--- config.mk ---
export PLATFORM = sky130hd
export DESIGN_NAME = acc_top
export DESIGN_NICKNAME = d
export VERILOG_FILES = /design/src/rtl/acc_pkg.sv /design/src/rtl/acc_top.sv /design/src/rtl/acc_clk_div.sv /design/src/rtl/acc_pin_mux.sv
export SDC_FILE = /design/constraint.sdc
export NUM_CORES = 1
export LEC_CHECK = 0
export BUFFER_PORTS_ARGS = -buffer_cell sky130_fd_sc_hd__buf_2
export CAP_MARGIN = 30
export CORE_UTILIZATION = 35
export CTS_CLUSTER_DIAMETER = 40
export DETAILED_ROUTE_END_ITERATION = 8
export MAX_ROUTING_LAYER = met4
export SLEW_MARGIN = 20
export SYNTH_ARGS = -nofsm -noshare
export SYNTH_HDL_FRONTEND = slang
export SYNTH_SLANG_ARGS = --single-unit
--- constraint.sdc ---
create_clock -name REF_CLK -period 3.7 [get_ports REF_CLK]
set_input_delay 0.185 -clock REF_CLK [delete_from_list [all_inputs] [get_ports REF_CLK]]
set_output_delay 0.185 -clock REF_CLK [all_outputs]
set_load 0.005 [all_outputs]
--- src/rtl/acc_pkg.sv ---
/*
  Constants, types and helpers of the converter control block.
  Assumes one 100 MHz clock and a 32-bit APB register bus.
*/
// Function
// A high-then-low pulse on the start bit launches one conversion.
// While start is high, hold the converter in reset and done flag low.
// Done flag (active low) goes to 0 when a conversion finishes.
// Conversion end sets the request flag; interrupt out only when enabled.
// Divider select 100=/1,000=/2,101=/4,001=/8,110=/16,010=/32; 011,111 undefined.
// Software keeps the conversion clock period between 0.5us and 10us.
// Converter powered while power-off is 0; starts wait a settling delay.
// Software sets power-off whenever the converter is unused.
// Reference chosen between supply and external pin by one select bit.
// Analog-selected pin loses its port function and its pull-high.
// Analog selection overrides the pin direction control.
// Conversion is 4 sampling plus 12 converting clocks, 16 in all.
// Interrupt use needs global, group and converter enables all high.
// Software clears start before the pulse for a clean low-high-low.
// Software reads results only after done goes low or interrupt.
// Setup order: divider, power on, channel, pins, interrupt enables.
// A polling user may leave converter interrupts disabled.
// A 3-bit channel field selects the signal routed to the converter.
// Reference select 0 means supply, 1 means external reference pin.
// Result is 12 bits, split over low and high result registers.
// Falling start edge launches the 16 clocks; done stays high until end.
package acc_pkg;

  localparam int ADDR_W = 8;
  localparam int DATA_W = 32;
  localparam int RES_W = 12;
  localparam int PIN_N = 8;

  ////////////////////////////////////////////////////////////////////
  localparam logic [7:0] OFS_CTRL_A = 8'h00;
  localparam logic [7:0] OFS_CTRL_B = 8'h04;
  localparam logic [7:0] OFS_RESULT_LOW = 8'h08;
  localparam logic [7:0] OFS_RESULT_HIGH = 8'h0C;
  localparam logic [7:0] OFS_IRQ = 8'h10;
  localparam logic [7:0] OFS_PORT_B_FUNC = 8'h14;

  localparam int CA_START = 7;
  localparam int CA_DONE_N = 6;
  localparam int CA_POWER_OFF = 5;
  localparam int CA_MODE = 4;
  localparam int CA_SPARE = 3;
  localparam int CB_TEST = 7;
  localparam int CB_REF_SEL = 4;
  localparam int CB_OPA_SEL = 3;
  localparam int IRQ_FLAG = 0;
  localparam int IRQ_CONV_EN = 1;
  localparam int IRQ_GROUP_EN = 2;
  localparam int IRQ_GLOBAL_EN = 3;

  localparam logic [2:0] CHAN_RST = 3'h0;
  localparam logic [2:0] DIV_RST = 3'h0;
  localparam logic [7:0] FUNC_RST = 8'h00;

  ////////////////////////////////////////////////////////////////////
  localparam logic [2:0] DIV_1 = 3'b100;
  localparam logic [2:0] DIV_2 = 3'b000;
  localparam logic [2:0] DIV_4 = 3'b101;
  localparam logic [2:0] DIV_8 = 3'b001;
  localparam logic [2:0] DIV_16 = 3'b110;
  localparam logic [2:0] DIV_32 = 3'b010;

  localparam int SAMPLE_TICKS = 4;
  localparam int CONV_TICKS = 12;
  localparam int TOTAL_TICKS = SAMPLE_TICKS + CONV_TICKS;

  localparam int CLK_PERIOD_NS = 10;
  localparam int SETTLE_NS = 1000;
  localparam int SETTLE_CYCLES = (SETTLE_NS + CLK_PERIOD_NS - 1) / CLK_PERIOD_NS;

  typedef enum logic [1:0] {
    ACC_IDLE = 2'b00,
    ACC_SAMPLE = 2'b01,
    ACC_CONVERT = 2'b10
  } acc_state_t;

  // Divider terminal count; undefined codes fall back to the slowest rate
  function automatic logic [4:0] div_mask(input logic [2:0] sel);
    case (sel)
      DIV_1: div_mask = 5'h00;
      DIV_2: div_mask = 5'h01;
      DIV_4: div_mask = 5'h03;
      DIV_8: div_mask = 5'h07;
      DIV_16: div_mask = 5'h0F;
      default: div_mask = 5'h1F;
    endcase
  endfunction

endpackage

--- src/rtl/acc_top.sv ---
/*
  Converter control: APB registers, start sequencer, divider, pin sharing.
  Assumes the analog side presents its settled code on CONV_RAW.
*/
// Design decisions made here: the APB register port and the register addresses.
`timescale 1ns/1ps
module acc_top (
  input wire logic REF_CLK,
  input wire logic RESETN,
  input wire logic PSEL,
  input wire logic PENABLE,
  input wire logic PWRITE,
  input wire logic [acc_pkg::ADDR_W-1:0] PADDR,
  input wire logic [acc_pkg::DATA_W-1:0] PWDATA,
  output logic [acc_pkg::DATA_W-1:0] PRDATA,
  output logic PREADY,
  output logic PSLVERR,
  input wire logic [acc_pkg::RES_W-1:0] CONV_RAW,
  input wire logic [acc_pkg::PIN_N-1:0] PORT_OUT,
  input wire logic [acc_pkg::PIN_N-1:0] PORT_OE,
  input wire logic [acc_pkg::PIN_N-1:0] PORT_PULLUP,
  output logic [acc_pkg::PIN_N-1:0] PIN_OUT,
  output logic [acc_pkg::PIN_N-1:0] PIN_OE,
  output logic [acc_pkg::PIN_N-1:0] PIN_PULLUP_EN,
  output logic [acc_pkg::PIN_N-1:0] PIN_ANALOG_EN,
  output logic CONV_POWER_EN,
  output logic CONV_RESET,
  output logic CONV_SAMPLE,
  output logic CONV_CONVERT,
  output logic CONV_TICK,
  output logic [2:0] CHAN_SEL,
  output logic REF_SEL_EXT,
  output logic CONV_IRQ
);
  import acc_pkg::*;

  logic start_reg;
  logic start_prev_reg;
  logic power_off_reg;
  logic mode_reg;
  logic spare_reg;
  logic [2:0] chan_reg;
  logic ref_sel_reg;
  logic opa_sel_reg;
  logic [2:0] div_sel_reg;
  logic irq_flag_reg;
  logic conv_irq_en_reg;
  logic group_irq_en_reg;
  logic global_irq_en_reg;
  logic [PIN_N-1:0] func_sel_reg;
  logic done_n_reg;
  logic [RES_W-1:0] result_reg;
  logic [RES_W-1:0] raw_meta_reg;
  logic [RES_W-1:0] raw_sync_reg;
  logic [$clog2(SETTLE_CYCLES+1)-1:0] settle_reg;
  logic [3:0] cnt_reg;
  logic [4:0] chk_ticks_reg;
  acc_state_t state_reg;
  logic tick;
  logic wr_en;
  logic start_fell;
  logic settled;
  logic end_evt;
  logic [DATA_W-1:0] rdata_next;
  logic hit_next;

  ////////////////////////////////////////////////////////////////////
  // APB slave: one wait state, so reads are registered and stable

  assign wr_en = PSEL & PENABLE & PREADY & PWRITE;

  always_comb begin
    rdata_next = '0;
    hit_next = 1'b1;
    case (PADDR)
      OFS_CTRL_A: begin
        rdata_next[CA_START] = start_reg;
        rdata_next[CA_DONE_N] = done_n_reg;
        rdata_next[CA_POWER_OFF] = power_off_reg;
        rdata_next[CA_MODE] = mode_reg;
        rdata_next[CA_SPARE] = spare_reg;
        rdata_next[2:0] = chan_reg;
      end
      OFS_CTRL_B: begin
        rdata_next[CB_TEST] = 1'b1;
        rdata_next[CB_REF_SEL] = ref_sel_reg;
        rdata_next[CB_OPA_SEL] = opa_sel_reg;
        rdata_next[2:0] = div_sel_reg;
      end
      // result split
      OFS_RESULT_LOW: rdata_next[7:0] = result_reg[7:0];
      OFS_RESULT_HIGH: rdata_next[RES_W-9:0] = result_reg[RES_W-1:8];
      OFS_IRQ: begin
        rdata_next[IRQ_FLAG] = irq_flag_reg;
        rdata_next[IRQ_CONV_EN] = conv_irq_en_reg;
        rdata_next[IRQ_GROUP_EN] = group_irq_en_reg;
        rdata_next[IRQ_GLOBAL_EN] = global_irq_en_reg;
      end
      OFS_PORT_B_FUNC: rdata_next[PIN_N-1:0] = func_sel_reg;
      default: hit_next = 1'b0;
    endcase
  end

  always_ff @(posedge REF_CLK or negedge RESETN) begin
    if (!RESETN) begin
      PREADY <= 1'b0;
      PRDATA <= '0;
      PSLVERR <= 1'b0;
    end else if (PSEL && PENABLE && !PREADY) begin
      PREADY <= 1'b1;
      PRDATA <= PWRITE ? '0 : rdata_next;
      PSLVERR <= ~hit_next;
    end else begin
      PREADY <= 1'b0;
      PSLVERR <= 1'b0;
    end
  end

  ////////////////////////////////////////////////////////////////////
  // Control registers

  always_ff @(posedge REF_CLK or negedge RESETN) begin
    if (!RESETN) begin
      start_reg <= 1'b0;
      power_off_reg <= 1'b1;
      mode_reg <= 1'b0;
      spare_reg <= 1'b0;
      chan_reg <= CHAN_RST;
    end else if (wr_en && PADDR == OFS_CTRL_A) begin
      start_reg <= PWDATA[CA_START];
      power_off_reg <= PWDATA[CA_POWER_OFF];
      mode_reg <= PWDATA[CA_MODE];
      spare_reg <= PWDATA[CA_SPARE];
      chan_reg <= PWDATA[2:0];
    end
  end

  always_ff @(posedge REF_CLK or negedge RESETN) begin
    if (!RESETN) begin
      ref_sel_reg <= 1'b0;
      opa_sel_reg <= 1'b0;
      div_sel_reg <= DIV_RST;
    end else if (wr_en && PADDR == OFS_CTRL_B) begin
      ref_sel_reg <= PWDATA[CB_REF_SEL];
      opa_sel_reg <= PWDATA[CB_OPA_SEL];
      div_sel_reg <= PWDATA[2:0];
    end
  end

  always_ff @(posedge REF_CLK or negedge RESETN) begin
    if (!RESETN) begin
      conv_irq_en_reg <= 1'b0;
      group_irq_en_reg <= 1'b0;
      global_irq_en_reg <= 1'b0;
      func_sel_reg <= FUNC_RST;
    end else if (wr_en && PADDR == OFS_IRQ) begin
      conv_irq_en_reg <= PWDATA[IRQ_CONV_EN];
      group_irq_en_reg <= PWDATA[IRQ_GROUP_EN];
      global_irq_en_reg <= PWDATA[IRQ_GLOBAL_EN];
    end else if (wr_en && PADDR == OFS_PORT_B_FUNC) begin
      func_sel_reg <= PWDATA[PIN_N-1:0];
    end
  end

  ////////////////////////////////////////////////////////////////////
  // Power settling: starts made before it elapses are ignored

  assign settled = (settle_reg == SETTLE_CYCLES[$bits(settle_reg)-1:0]);

  // settle after power-on
  always_ff @(posedge REF_CLK or negedge RESETN) begin
    if (!RESETN) begin
      settle_reg <= '0;
    end else if (power_off_reg) begin
      settle_reg <= '0;
    end else if (!settled) begin
      settle_reg <= settle_reg + 1'b1;
    end
  end

  ////////////////////////////////////////////////////////////////////
  // Conversion sequencer

  assign start_fell = start_prev_reg & ~start_reg;
  assign end_evt = tick && state_reg == ACC_CONVERT && cnt_reg == 4'(TOTAL_TICKS - 1);

  acc_clk_div u_div (
    .clk(REF_CLK),
    .rst_n(RESETN),
    // Stop on the end or abort edge so no stray tick leaks into idle
    .run(state_reg != ACC_IDLE && !end_evt && !start_reg && !power_off_reg),
    .sel(div_sel_reg),
    .tick(tick)
  );

  always_ff @(posedge REF_CLK or negedge RESETN) begin
    if (!RESETN) begin
      start_prev_reg <= 1'b0;
    end else begin
      start_prev_reg <= start_reg;
    end
  end

  // launch on falling start
  always_ff @(posedge REF_CLK or negedge RESETN) begin
    if (!RESETN) begin
      state_reg <= ACC_IDLE;
      cnt_reg <= 4'h0;
    end else if (power_off_reg || start_reg) begin
      state_reg <= ACC_IDLE;
      cnt_reg <= 4'h0;
    end else begin
      unique case (state_reg)
        ACC_IDLE: begin
          if (start_fell && settled) begin
            state_reg <= ACC_SAMPLE;
          end
        end
        // 4 sampling clocks
        ACC_SAMPLE: begin
          if (tick) begin
            cnt_reg <= cnt_reg + 4'h1;
            if (cnt_reg == 4'(SAMPLE_TICKS - 1)) begin
              state_reg <= ACC_CONVERT;
            end
          end
        end
        ACC_CONVERT: begin
          if (tick) begin
            cnt_reg <= cnt_reg + 4'h1;
            if (end_evt) begin
              state_reg <= ACC_IDLE;
            end
          end
        end
        default: state_reg <= ACC_IDLE;
      endcase
    end
  end

  always_ff @(posedge REF_CLK or negedge RESETN) begin
    if (!RESETN) begin
      done_n_reg <= 1'b1;
    end else if (start_reg) begin
      // start high clears done
      done_n_reg <= 1'b0;
    end else if (start_fell && settled && !power_off_reg) begin
      // busy until the end
      done_n_reg <= 1'b1;
    end else if (end_evt) begin
      // done goes low
      done_n_reg <= 1'b0;
    end
  end

  // Raw code is held steady by the analog side, so a plain two-stage sync serves
  always_ff @(posedge REF_CLK or negedge RESETN) begin
    if (!RESETN) begin
      raw_meta_reg <= '0;
      raw_sync_reg <= '0;
      result_reg <= '0;
    end else begin
      raw_meta_reg <= CONV_RAW;
      raw_sync_reg <= raw_meta_reg;
      if (end_evt) begin
        result_reg <= raw_sync_reg;
      end
    end
  end

  ////////////////////////////////////////////////////////////////////
  // Interrupt request: set wins over a software clear

  // request flag and gated interrupt
  always_ff @(posedge REF_CLK or negedge RESETN) begin
    if (!RESETN) begin
      irq_flag_reg <= 1'b0;
      CONV_IRQ <= 1'b0;
    end else begin
      if (end_evt) begin
        irq_flag_reg <= 1'b1;
      end else if (wr_en && PADDR == OFS_IRQ && !PWDATA[IRQ_FLAG]) begin
        irq_flag_reg <= 1'b0;
      end
      CONV_IRQ <= irq_flag_reg & conv_irq_en_reg & group_irq_en_reg & global_irq_en_reg;
    end
  end

  ////////////////////////////////////////////////////////////////////
  // Converter and pin outputs

  acc_pin_mux #(.N(PIN_N)) u_pins (
    .clk(REF_CLK),
    .rst_n(RESETN),
    .func_sel(func_sel_reg),
    .port_out(PORT_OUT),
    .port_oe(PORT_OE),
    .port_pullup(PORT_PULLUP),
    .pin_out(PIN_OUT),
    .pin_oe(PIN_OE),
    .pin_pullup_en(PIN_PULLUP_EN),
    .pin_analog_en(PIN_ANALOG_EN)
  );

  always_ff @(posedge REF_CLK or negedge RESETN) begin
    if (!RESETN) begin
      CONV_POWER_EN <= 1'b0;
    end else begin
      CONV_POWER_EN <= ~power_off_reg;
    end
  end

  assign CONV_RESET = start_reg;
  assign CONV_SAMPLE = state_reg[0];
  assign CONV_CONVERT = state_reg[1];
  assign CONV_TICK = tick;
  // channel route
  assign CHAN_SEL = chan_reg;
  // reference choice
  // 1 selects ext pin
  assign REF_SEL_EXT = ref_sel_reg;

  ////////////////////////////////////////////////////////////////////
  // Checks

  always_ff @(posedge REF_CLK or negedge RESETN) begin
    if (!RESETN) begin
      chk_ticks_reg <= 5'h00;
    end else if (state_reg == ACC_IDLE) begin
      chk_ticks_reg <= 5'h00;
    end else if (tick) begin
      chk_ticks_reg <= chk_ticks_reg + 5'h01;
    end
  end

  property p_hold;
    @(posedge REF_CLK) disable iff (!RESETN)
    start_reg |=> !done_n_reg && state_reg == ACC_IDLE;
  endproperty
  a_hold: assert property (p_hold) else $error("start high did not hold reset");

  property p_launch;
    @(posedge REF_CLK) disable iff (!RESETN)
    start_fell && settled && !power_off_reg |=> state_reg == ACC_SAMPLE && done_n_reg;
  endproperty
  a_launch: assert property (p_launch) else $error("start pulse did not launch");

  property p_nolaunch;
    @(posedge REF_CLK) disable iff (!RESETN)
    state_reg == ACC_IDLE && !start_fell |=> state_reg == ACC_IDLE;
  endproperty
  a_nolaunch: assert property (p_nolaunch) else $error("conversion without pulse");

  property p_sample;
    @(posedge REF_CLK) disable iff (!RESETN)
    $rose(state_reg == ACC_CONVERT) |-> chk_ticks_reg == 5'h04;
  endproperty
  a_sample: assert property (p_sample) else $error("sampling not 4 clocks");

  property p_done;
    @(posedge REF_CLK) disable iff (!RESETN)
    end_evt |-> chk_ticks_reg == 5'h0F ##1 !done_n_reg && irq_flag_reg;
  endproperty
  a_done: assert property (p_done) else $error("end not after 16 clocks");

  property p_irq;
    @(posedge REF_CLK) disable iff (!RESETN)
    CONV_IRQ |-> $past(irq_flag_reg && conv_irq_en_reg && group_irq_en_reg && global_irq_en_reg);
  endproperty
  a_irq: assert property (p_irq) else $error("interrupt without all enables");

  property p_div1;
    @(posedge REF_CLK) disable iff (!RESETN)
    state_reg == ACC_SAMPLE && div_sel_reg == DIV_1 && $past(state_reg) == ACC_SAMPLE |-> tick;
  endproperty
  a_div1: assert property (p_div1) else $error("undivided clock missed a tick");

  property p_settle;
    @(posedge REF_CLK) disable iff (!RESETN)
    power_off_reg |=> state_reg == ACC_IDLE && !settled;
  endproperty
  a_settle: assert property (p_settle) else $error("runs while powered off");

  property p_pin;
    @(posedge REF_CLK) disable iff (!RESETN)
    ##1 (PIN_ANALOG_EN & (PIN_OE | PIN_PULLUP_EN | PIN_OUT)) == '0;
  endproperty
  a_pin: assert property (p_pin) else $error("analog pin still driven or pulled");

endmodule // acc_top

--- src/rtl/acc_clk_div.sv ---
/*
  Conversion clock divider: one-cycle tick per conversion clock.
  Assumes run stays high for a whole conversion.
*/
`timescale 1ns/1ps
module acc_clk_div (
  input wire logic clk,
  input wire logic rst_n,
  input wire logic run,
  input wire logic [2:0] sel,
  output logic tick
);
  import acc_pkg::*;

  logic [4:0] cnt_reg;

  // divider select
  always_ff @(posedge clk or negedge rst_n) begin
    if (!rst_n) begin
      cnt_reg <= 5'h00;
      tick <= 1'b0;
    end else if (!run) begin
      cnt_reg <= 5'h00;
      tick <= 1'b0;
    end else if (cnt_reg == div_mask(sel)) begin
      cnt_reg <= 5'h00;
      tick <= 1'b1;
    end else begin
      cnt_reg <= cnt_reg + 5'h01;
      tick <= 1'b0;
    end
  end
endmodule // acc_clk_div

--- src/rtl/acc_pin_mux.sv ---
/*
  Port B pin sharing between port logic and analog inputs.
  Assumes port drive, direction and pull-high come from same-clock logic.
*/
`timescale 1ns/1ps
module acc_pin_mux #(
  parameter int N = 8
) (
  input wire logic clk,
  input wire logic rst_n,
  input wire logic [N-1:0] func_sel,
  input wire logic [N-1:0] port_out,
  input wire logic [N-1:0] port_oe,
  input wire logic [N-1:0] port_pullup,
  output logic [N-1:0] pin_out,
  output logic [N-1:0] pin_oe,
  output logic [N-1:0] pin_pullup_en,
  output logic [N-1:0] pin_analog_en
);
  always_ff @(posedge clk or negedge rst_n) begin
    if (!rst_n) begin
      pin_out <= '0;
      pin_oe <= '0;
      pin_pullup_en <= '0;
      pin_analog_en <= '0;
    end else begin
      pin_out <= port_out & ~func_sel;
      // direction overridden
      pin_oe <= port_oe & ~func_sel;
      // pull-high removed
      pin_pullup_en <= port_pullup & ~func_sel;
      pin_analog_en <= func_sel;
    end
  end
endmodule // acc_pin_mux

==> results.ini, run 1 <==
[timing]
fmax_ghz = 0.493
fin_crit_sh_pct = 54.8
holdWs_ns = 0.0106
hold_violations = 0
relSlewSlack_pct = 44.8
rsz0062_at_grt = false
period_minus_slack_ns = 2.03
fin_tns_setup_ns = 0
fin_skew_ns = 0.00810
worstMarginPinSlew_ns = 0.828
finalMaxSlewViolations = 0
setup_viol = 0

[floorplanning]
design.die.area_um2 = 15100
die_y_um = 123
rows = 43
ioPinCount = 157
core_um2 = 14000
start_util_pct = 36.3
die_w_um = 123

[clock_network]
cts_resized = 0
clk_path_buf_depth = 2
cts-root-buf = clkbuf_16
postCtsSetupRepairBufs = 0
clock_latency_ns = 0.42
cts_tree = built
h-tree-depth = 4
clk_pin_slew_ns = 0.05
hold_buffers = 34
cts_made_buffers = 17
cts_sinks = 125

[worst_setup_path]
crit_path_end_kind = register
cp_slowest_cell = nand2_1
critPathKind = register to register
start_kind = register
cpMostUsedCell = nand2_1
cp_max_fo = 15
crit_family = simple AND/OR/NAND/NOR gates
worst_ep_required_time_ns = 4.01
cp_num_buf_inv = 0
slowest_delay_ns = 0.49
crit_chain = ha_1 -> and4_1 -> nand2_1 -> nand2_1 -> a211oi_1
crit_arrival_ns = 2.34

[drt]
vias = 3412
drc_errors = 0
drt_first_pass_iters = 4
wl_per_cell_um = 14.2
drt-initial-drc-count = 141
antenna_left = 0
drt_wl_total_mm = 10.5
avgViaCountPerCell = 4.63

[global_route]
grt_overflow = 0
antenna_found_initial = 0
grt_pass1_vias = 3387
grt_max_degree = 68
track_usage_pct = 15.7
grt_pass1_wl_mm = 16.9

[synth]
synth_cells = 394
syn_area_um2 = 5100
ys_types = 45
yosysSeqAreaShare_pct = 61.3
synth_top_area_cell = dfrtp_1
synth_edf_count = 0
ys_warn_count = 0
synth_flop_cell = dfrtp_1
ys_async_sr_fraction_pct = 100
syn-mean-instance-area_um2 = 13.0
yosys.area.top_type_share_pct = 60.3
synth_seq_cells = 125
synth_area_leaders = dfrtp_1, mux2_2, buf_4

[placement]
port-buffer-count = 108
place_congestion = 0.790
place_hpwl_mm = 7.29

[pwr]
p_leak_uw = 0.00334
ir_drop_uv = 325
power_uw = 3380
p_per_area_nw_per_um2 = 506

[finish]
nets = 633
syn_to_final_growth_pct = 30.7
diodes = 0
drive_gt1_share_pct = 33.8

[status]
outcome = finished clean

[hold_path]
holdCritPathClass = input port to register

[flow_run]
cap_violations = 0

==> cells in the mapped netlist (5+ instances only) <==
library cell,number
inv_1,10
nor2b_1,26
nand3_1,11
nor3_1,6
nand2_1,13
a21oi_1,10
clkbuf_1,9
a22o_1,5
ha_1,8
nor2_1,18
xor2_1,8
mux2_2,29
a211oi_1,7
a22oi_1,5
buf_4,25
and2_1,5
o21ai_0,10
mux2i_1,10
dfrtp_1,123
mux2_4,11
==> through the flow <==
stage	std cells	area, um^2	setup slack [ns]	util [%]
3_3_place_gp	671	5740	1.50	40.9
5_1_grt	737	6670	1.58	47.5
6_report	737	6670	1.67	47.5
3_5_place_dp	671	5740	1.48	40.9
2_1_floorplan	417	5190	1.89	-
4_1_cts	737	6670	1.62	47.5
==> report_power, final <==
group / switching [uW] / total, uW / leakage (uW) / internal [uW]
sequential: 45.7 / 1480 / 0.00160 / 1440
clock: 572 / 1640 / 0.000300 / 1070
combinational: 133 / 258 / 0.00144 / 125
==> layer usage <==
metal / GRT usage [%] / vias up / part of all wire, %
met1: 18.9 / 1669 / 46
met4: 8.31 / 0 / 2.2
li1: - / 1619 / -
met3: 4.28 / 17 / 5.5
met5: - / - / 0
met2: 24.0 / 107 / 46
==> path summary, 6_finish.rpt <==
kind	start	to	slack, ns	depth (start not counted)
hold / removal	PORT_OE[0]	u_pins.pin_oe[0]$_DFF_PN0_	0.01	2
setup reg to reg	cnt_reg[0]$_DFFE_PN0P_	u_div.cnt_reg[2]$_DFF_PN0_	1.67	5
setup / recovery	cnt_reg[0]$_DFFE_PN0P_	u_div.cnt_reg[2]$_DFF_PN0_	1.67	5
max in group asynchronous	RESETN	result_reg[10]$_DFFE_PN0P_	2.37	3
min in group asynchronous	RESETN	result_reg[5]$_DFFE_PN0P_	0.43	2
hold reg to reg	raw_meta_reg[9]$_DFF_PN0_	raw_sync_reg[9]$_DFF_PN0_	0.34	0
==> cell type report <==
class	count	area, um^2
clock inverter	13	148
timing repair buffer	144	898
fill	1267	7370
tap	180	225
multi-input combinational	246	1790
inverter	10	37.5
clock buffer	19	443
sequential	125	3130
==> layout by cell type (no fill, tap or decap), drive strengths merged, types with 4 or more instances in the layout <==
cell type	synthesis	routed
a22oi	5	5
clkinv	0	10
clkbuf	9	19
nand2	13	13
dlygate4sd3	0	34
nor2	18	18
o21ai	10	10
ha	8	8
xor2	8	8
nand4	4	4
a22o	5	5
a21oi	10	10
or3	4	4
nor3	8	8
mux2i	10	10
mux2	40	40
inv	10	10
nor2b	26	26
nand3	11	11
buf	27	110
dfrtp	123	123
a211oi	7	7
conb	1	24
and2	5	5
==> cells by family (layout without fill, tap and decap cells) <==
| group | Yosys count | after routing | share of synthesized area, % |
|---|---|---|---|
| buf+inv | 46 | 186 | 5.27 |
| simple gates | 104 | 104 | 11.5 |
| xor+xnor | 11 | 11 | 1.89 |
| mux | 50 | 50 | 11.6 |
| fa+ha+maj | 8 | 8 | 1.96 |
| flops | 125 | 125 | 61.3 |
| compound gates | 49 | 49 | 6.40 |
| other cells | 1 | 24 | 0.0735 |
Power figures use the tool's default switching activity.
==> inputs of run 2 (changes only) <==
==> constraint.sdc (replaced) <==
create_clock -name REF_CLK -period 2 [get_ports REF_CLK]
set_input_delay 0.1 -clock REF_CLK [delete_from_list [all_inputs] [get_ports REF_CLK]]
set_output_delay 0.1 -clock REF_CLK [all_outputs]
set_load 0.005 [all_outputs]
==> run 2 against run 1 <==
Effect of this change:
- flip-flop and latch count stayed put
- sequential share of layout area is 1.1 points lower
- power is 75% higher
- clock power is 61% higher
- register-to-register slack worse by 1.5 ns
- core utilization is 1.2 points higher
- global-route usage is 0.25 points higher
- final cell count is 3.1% higher
- clock skew is 0.00086 ns lower
- critical path depth is 2 higher
- final area is 2.5% higher
- sequential power is 85% higher
- critical endpoint is now func_sel_reg[3]$_DFFE_PN0P_
==> results.ini, run 2 (synthesis gave the netlist of run 1 again) <==
[floorplanning]
core_um2 = 14000  ; unchanged
design.die.area_um2 = 15100  ; unchanged
start_util_pct = 36.3  ; unchanged
rows = 43  ; unchanged
die_w_um = 123  ; unchanged
ioPinCount = 157  ; unchanged
die_y_um = 123  ; unchanged

[finish]
diodes = 0  ; unchanged
mostFrequentLayoutCell = dfrtp_1
stdcell_count = 760  ; +3.1%
drive_gt1_share_pct = 33.4  ; -0.30 points
most-common-layout-cells = dfrtp_1, buf_2, dlygate4sd3_1
nets = 657  ; +3.8%
syn_to_final_growth_pct = 34.0

[worst_setup_path]
start_kind = input port
crit_chain = dlygate4sd3_1 -> buf_2 -> or3_1 -> or2_4 -> or3_1 -> buf_6 -> mux2_4
worst_ep_required_time_ns = 2.29  ; -1.72 ns
cp_max_fo = 8  ; -7
crit_arrival_ns = 2.19  ; -0.15 ns
critPathKind = input port to register
crit_path_end_kind = register
slowest_delay_ns = 0.53  ; +0.04 ns
r2r_cells = 4  ; -1
cp_slowest_cell = dlygate4sd3_1
cpMostUsedCell = or3_1

[clock_network]
cts_tree = built
cts-root-buf = clkbuf_16
cts_made_buffers = 17  ; unchanged
clk_path_buf_depth = 2  ; unchanged
cts_sinks = 125  ; unchanged
h-tree-depth = 4  ; unchanged
clock_latency_ns = 0.41  ; about the same
clk_pin_slew_ns = 0.05  ; about the same
postCtsSetupRepairBufs = 0  ; unchanged

[drt]
avgViaCountPerCell = 4.59  ; -0.95%
antenna_left = 0  ; unchanged
wl_per_cell_um = 14.0  ; -1.3%
drt_wl_total_mm = 10.7  ; +1.8%
drc_errors = 0  ; unchanged
drt-initial-drc-count = 106  ; -25%
vias = 3485  ; +2.1%
drt_first_pass_iters = 4  ; unchanged

[global_route]
use_met1_pct = 19.7  ; +0.75 points
grt_pass1_wl_mm = 17.3  ; +1.9%
grt_max_degree = 75  ; +10%
track_usage_pct = 16.0  ; +0.25 points
use_met3_pct = 4.88  ; +0.60 points
grt_use_met2_pct = 24.5  ; +0.49 points
grt.busiest_layer = met2
antenna_found_initial = 0  ; unchanged
grt_pass1_vias = 3521  ; +4.0%
grt_overflow = 0  ; unchanged

[timing]
worstMarginPinSlew_ns = 0.622  ; -0.206 ns
hold_violations = 0  ; unchanged
fin_crit_sh_pct = 94.8
fmax_ghz = 0.527
setup_viol = 0  ; unchanged
holdWs_ns = 0.0368  ; +0.0262 ns
setup_slack_ns = 0.103  ; -1.57 ns
period_minus_slack_ns = 1.90
fin_tns_setup_ns = 0  ; unchanged
finalMaxSlewViolations = 0  ; unchanged
relSlewSlack_pct = 58.1  ; +13 points
fin_skew_ns = 0.00724  ; -0.000864 ns
rsz0062_at_grt = false

[flow_run]
cap_violations = 0  ; unchanged

[pwr]
p_per_area_nw_per_um2 = 863  ; +71%
ir_drop_uv = 547  ; +68%
p_leak_uw = 0.00341  ; +2.2%

[placement]
dp.cells = 682  ; +1.6%
port-buffer-count = 108  ; unchanged
place_congestion = 0.812  ; +2.9%
place_hpwl_mm = 7.50  ; +2.8%
place_worst_setup_slack_ns = 0.0886  ; -1.39 ns

[status]
outcome = finished clean

[hold_path]
holdCritPathClass = input port to asynchronous set/reset pin

-- run 2: worst paths after layout --
kind	from	to	slack [ns]
min reg2reg	raw_meta_reg[3]$_DFF_PN0_	raw_sync_reg[3]$_DFF_PN0_	0.35
min	RESETN	PRDATA[5]$_DFFE_PN0P_	0.04
max	PADDR[6]	func_sel_reg[3]$_DFFE_PN0P_	0.10
min in group REF_CLK	PSEL	PSLVERR$_DFF_PN0_	0.04
max in group asynchronous	RESETN	done_n_reg$_DFFE_PN1P_	1.37
max reg2reg	settle_reg[3]$_DFFE_PN0P_	state_reg[1]$_DFFE_PN0P_	0.18
-- run 2: metrics by stage --
stage               power, uW  instance area [um^2]  util (%)
finish                   5900                  6840      48.7
global route             6190                  6840      48.7
CTS                      5960                  6830      48.7
detailed placement       3240                  5850      41.7
global placement         3210                  5850      41.7
floorplan                3050                  5190         -
-- run 2: worst max-delay path: cells and delay by family --
kind / cells / cell delay [ns]
buffers and inverters: 3 / 0.82
multiplexers: 1 / 0.30
AND/OR/NAND/NOR: 3 / 0.98
-- run 2: repair_timing --
action                                 in CTS  in global routing
hold buffers                               47                  0
setup endpoints to repair                   0                  8
endpoints found under the hold margin     182                  0
resized for setup                           0                  2
-- run 2: area by class of cell --
cell class / count / area, um^2
fill: 1251 / 7200
sequential: 125 / 3130
multi-input combinational: 246 / 1790
timing repair buffer: 168 / 1140
clock buffer: 24 / 472
tap: 180 / 225
clock inverter: 7 / 41.3
inverter: 10 / 37.5
-- run 2: where the power goes --
part           switching, uW  leakage (uW)  total (uW)  internal (uW)
clock network           1010      0.000254        2640           1630
logic                    257       0.00156         517            260
registers               86.9       0.00160        2740           2660
-- run 2: layer usage --
metal	up-vias	wire (um)	share of wire, %
li1	1668	-	-
met1	1686	4950	46
met2	114	4970	47
met3	17	559	5.2
met4	0	185	1.7
met5	-	0	0
==> inputs of run 3 (changes only) <==
--- a/config.mk
+++ b/config.mk
@@ -5,12 +5,14 @@
 export SDC_FILE = /design/constraint.sdc
 export NUM_CORES = 1
 export LEC_CHECK = 0
+export ABC_CLOCK_PERIOD_IN_PS = 1800
 export BUFFER_PORTS_ARGS = -buffer_cell sky130_fd_sc_hd__buf_2
 export CAP_MARGIN = 30
 export CORE_UTILIZATION = 35
 export CTS_CLUSTER_DIAMETER = 40
 export DETAILED_ROUTE_END_ITERATION = 8
 export MAX_ROUTING_LAYER = met4
+export REMOVE_ABC_BUFFERS = 1
 export SLEW_MARGIN = 20
 export SYNTH_ARGS = -nofsm -noshare
 export SYNTH_HDL_FRONTEND = slang
==> constraint.sdc (replaced) <==
create_clock -name REF_CLK -period 1.8 [get_ports REF_CLK]
set_input_delay 0.09 -clock REF_CLK [delete_from_list [all_inputs] [get_ports REF_CLK]]
set_output_delay 0.09 -clock REF_CLK [all_outputs]
set_load 0.005 [all_outputs]
==> run 3 against run 2 <==
Effect of this change:
- power increased by 21%
- wire length is 0.44% higher
- register-to-register slack lost 0.08 ns
- first-iteration DRC count up 85%
- sequential power is 11% higher
- largest cell class unchanged
==> results.ini, run 3 (synthesis gave the netlist of run 1 again) <==
[clock_network]
postCtsSetupRepairBufs = 0  ; unchanged
cts_sinks = 125  ; unchanged
clk_path_buf_depth = 2  ; unchanged
h-tree-depth = 4  ; unchanged
cts_tree = built
clk_pin_slew_ns = 0.05  ; about the same
cts-root-buf = clkbuf_16
cts_made_buffers = 17  ; unchanged
clock_latency_ns = 0.41  ; about the same

[finish]
nets = 664  ; +1.1%
diodes = 0  ; unchanged
mostFrequentLayoutCell = dfrtp_1
stdcell_count = 766  ; +0.79%
syn_to_final_growth_pct = 37.1
drive_gt1_share_pct = 34.5  ; +1.0 points
most-common-layout-cells = dfrtp_1, buf_2, dlygate4sd3_1

[timing]
finalMaxSlewViolations = 0  ; unchanged
worstMarginPinSlew_ns = 0.649  ; +0.0262 ns
rsz0062_at_grt = false
fin_skew_ns = 0.00887  ; +0.00163 ns
fmax_ghz = 0.589
relSlewSlack_pct = 56.8  ; -1.4 points
setup_slack_ns = 0.103  ; -0.0000620 ns
hold_violations = 0  ; unchanged
setup_viol = 0  ; unchanged
fin_crit_sh_pct = 94.3
fin_tns_setup_ns = 0  ; unchanged
period_minus_slack_ns = 1.70

[worst_setup_path]
regToRegEndpoint = func_sel_reg[5]$_DFFE_PN0P_
crit_path_end_kind = register
crit_arrival_ns = 1.99  ; -0.20 ns
rrSetupSlack_ns = 0.10  ; -0.08 ns
cp_max_fo = 8  ; unchanged
critPathKind = register to register
r2r_cells = 5  ; +1
start_kind = register
worst_ep_required_time_ns = 2.09  ; -0.20 ns
r2r_start = PREADY$_DFF_PN0_

[pwr]
pwr-share-seq_pct = 42.7  ; -3.8 points
netSwitchingFraction_pct = 21.3  ; -1.7 points
ir_drop_uv = 810  ; +48%
p_switching_uw = 1520  ; +12%
p_int_uw = 5620  ; +24%
pwr-share-clk_pct = 49.1  ; +4.4 points
p_per_area_nw_per_um2 = 1020  ; +18%
p_leak_uw = 0.00349  ; +2.3%
comb_power_share_pct = 8.2  ; -0.6 points
power_uw = 7140  ; +21%

[placement]
place_worst_setup_slack_ns = -0.0315  ; -0.120 ns
dp.cells = 689  ; +1.0%
port-buffer-count = 108  ; unchanged
place_congestion = 0.819  ; +0.82%
place_hpwl_mm = 7.49  ; -0.11%

[global_route]
grt_overflow = 0  ; unchanged
grt_max_degree = 49  ; -35%
grt_pass1_vias = 3486  ; -0.99%
track_usage_pct = 15.7  ; -0.21 points
antenna_found_initial = 0  ; unchanged
grt_pass1_wl_mm = 17.0  ; -1.7%

[drt]
highest_layer = met4
wl_met1_mm = 4.79  ; -3.4%
avgViaCountPerCell = 4.54  ; -1.0%
wl_met2_mm = 5.13  ; +3.2%
vias = 3477  ; -0.23%
wl_per_cell_um = 14.0  ; -0.35%
route.met3.wl_um = 592  ; +5.9%
antenna_left = 0  ; unchanged
drc_errors = 0  ; unchanged
drt-initial-drc-count = 196  ; +85%
drt_wl_total_mm = 10.7  ; +0.44%
drt_first_pass_iters = 5  ; +1

[floorplanning]
die_y_um = 123  ; unchanged
rows = 43  ; unchanged
die_w_um = 123  ; unchanged
start_util_pct = 36.3  ; unchanged
core_um2 = 14000  ; unchanged
ioPinCount = 157  ; unchanged
design.die.area_um2 = 15100  ; unchanged

[status]
outcome = finished clean

[hold_path]
hold_path_end = PRDATA[3]$_DFFE_PN0P_
min_path_cells = 3
hold_start = PWRITE
holdCritPathClass = input port to register

[flow_run]
cap_violations = 0  ; unchanged

-- run 3: power by group through the flow --
stage	Combinational (uW)	Sequential [uW]	Clock [uW]
detailed placement	502	3090	0
CTS	585	3040	3600
finish	586	3050	3500
floorplan	259	3080	0
global route	665	3060	3730
global placement	486	3090	0
-- run 3: final cells by class --
cell class              count  area (um^2)
fillers                  1250         7050
flip-flops and latches    125         3130
multi-input cells         246         1800
repair buffers            175         1200
clock buffers              23          468
well taps                 180          225
clock inverters             7          138
inverters                  10         37.5
-- run 3: routing by layer --
layer	vias to the layer above	GRT usage (%)
met2	107	23.9
met4	0	9.91
li1	1676	-
met1	1679	18.7
met5	-	-
met3	15	3.95
-- run 3: worst max-delay path by stage --
stage / from / to / slack [ns] / depth (start not counted)
2_1_floorplan: PADDR[5] / func_sel_reg[0]$_DFFE_PN0P_ / 0.03 / 4
3_3_place_gp: PADDR[5] / func_sel_reg[7]$_DFFE_PN0P_ / -0.01 / 6
3_5_place_dp: PADDR[5] / func_sel_reg[5]$_DFFE_PN0P_ / -0.03 / 6
4_1_cts: PREADY$_DFF_PN0_ / func_sel_reg[5]$_DFFE_PN0P_ / 0.11 / 5
5_1_grt: PREADY$_DFF_PN0_ / CONV_RESET$_DFFE_PN0P_ / 0.04 / 6
6_report: PREADY$_DFF_PN0_ / func_sel_reg[5]$_DFFE_PN0P_ / 0.10 / 5
-- run 3: critical path, cell delays in order, from the launching register on --
cell     delay, ns
dfrtp_1       0.36
nand4_1       0.10
or2_2         0.29
or3_1         0.31
buf_4         0.20
mux2_4        0.30
-- run 3: metrics by stage --
step | util [%] | instance area [um^2] | hold slack, ns
after floorplan | - | 4960 | -0.206
after global placement | 42.1 | 5910 | 0.156
after detailed placement | 42.1 | 5910 | 0.168
after CTS | 49.8 | 6990 | 0.0281
after global routing | 49.8 | 7000 | 0.0447
final | 49.8 | 7000 | 0.0413
-- run 3: what timing repair did --
action,CTS,global route
hold endpoints to repair,104,0
setup endpoints to repair,0,2
gates resized for setup,0,1
hold buffers,47,0
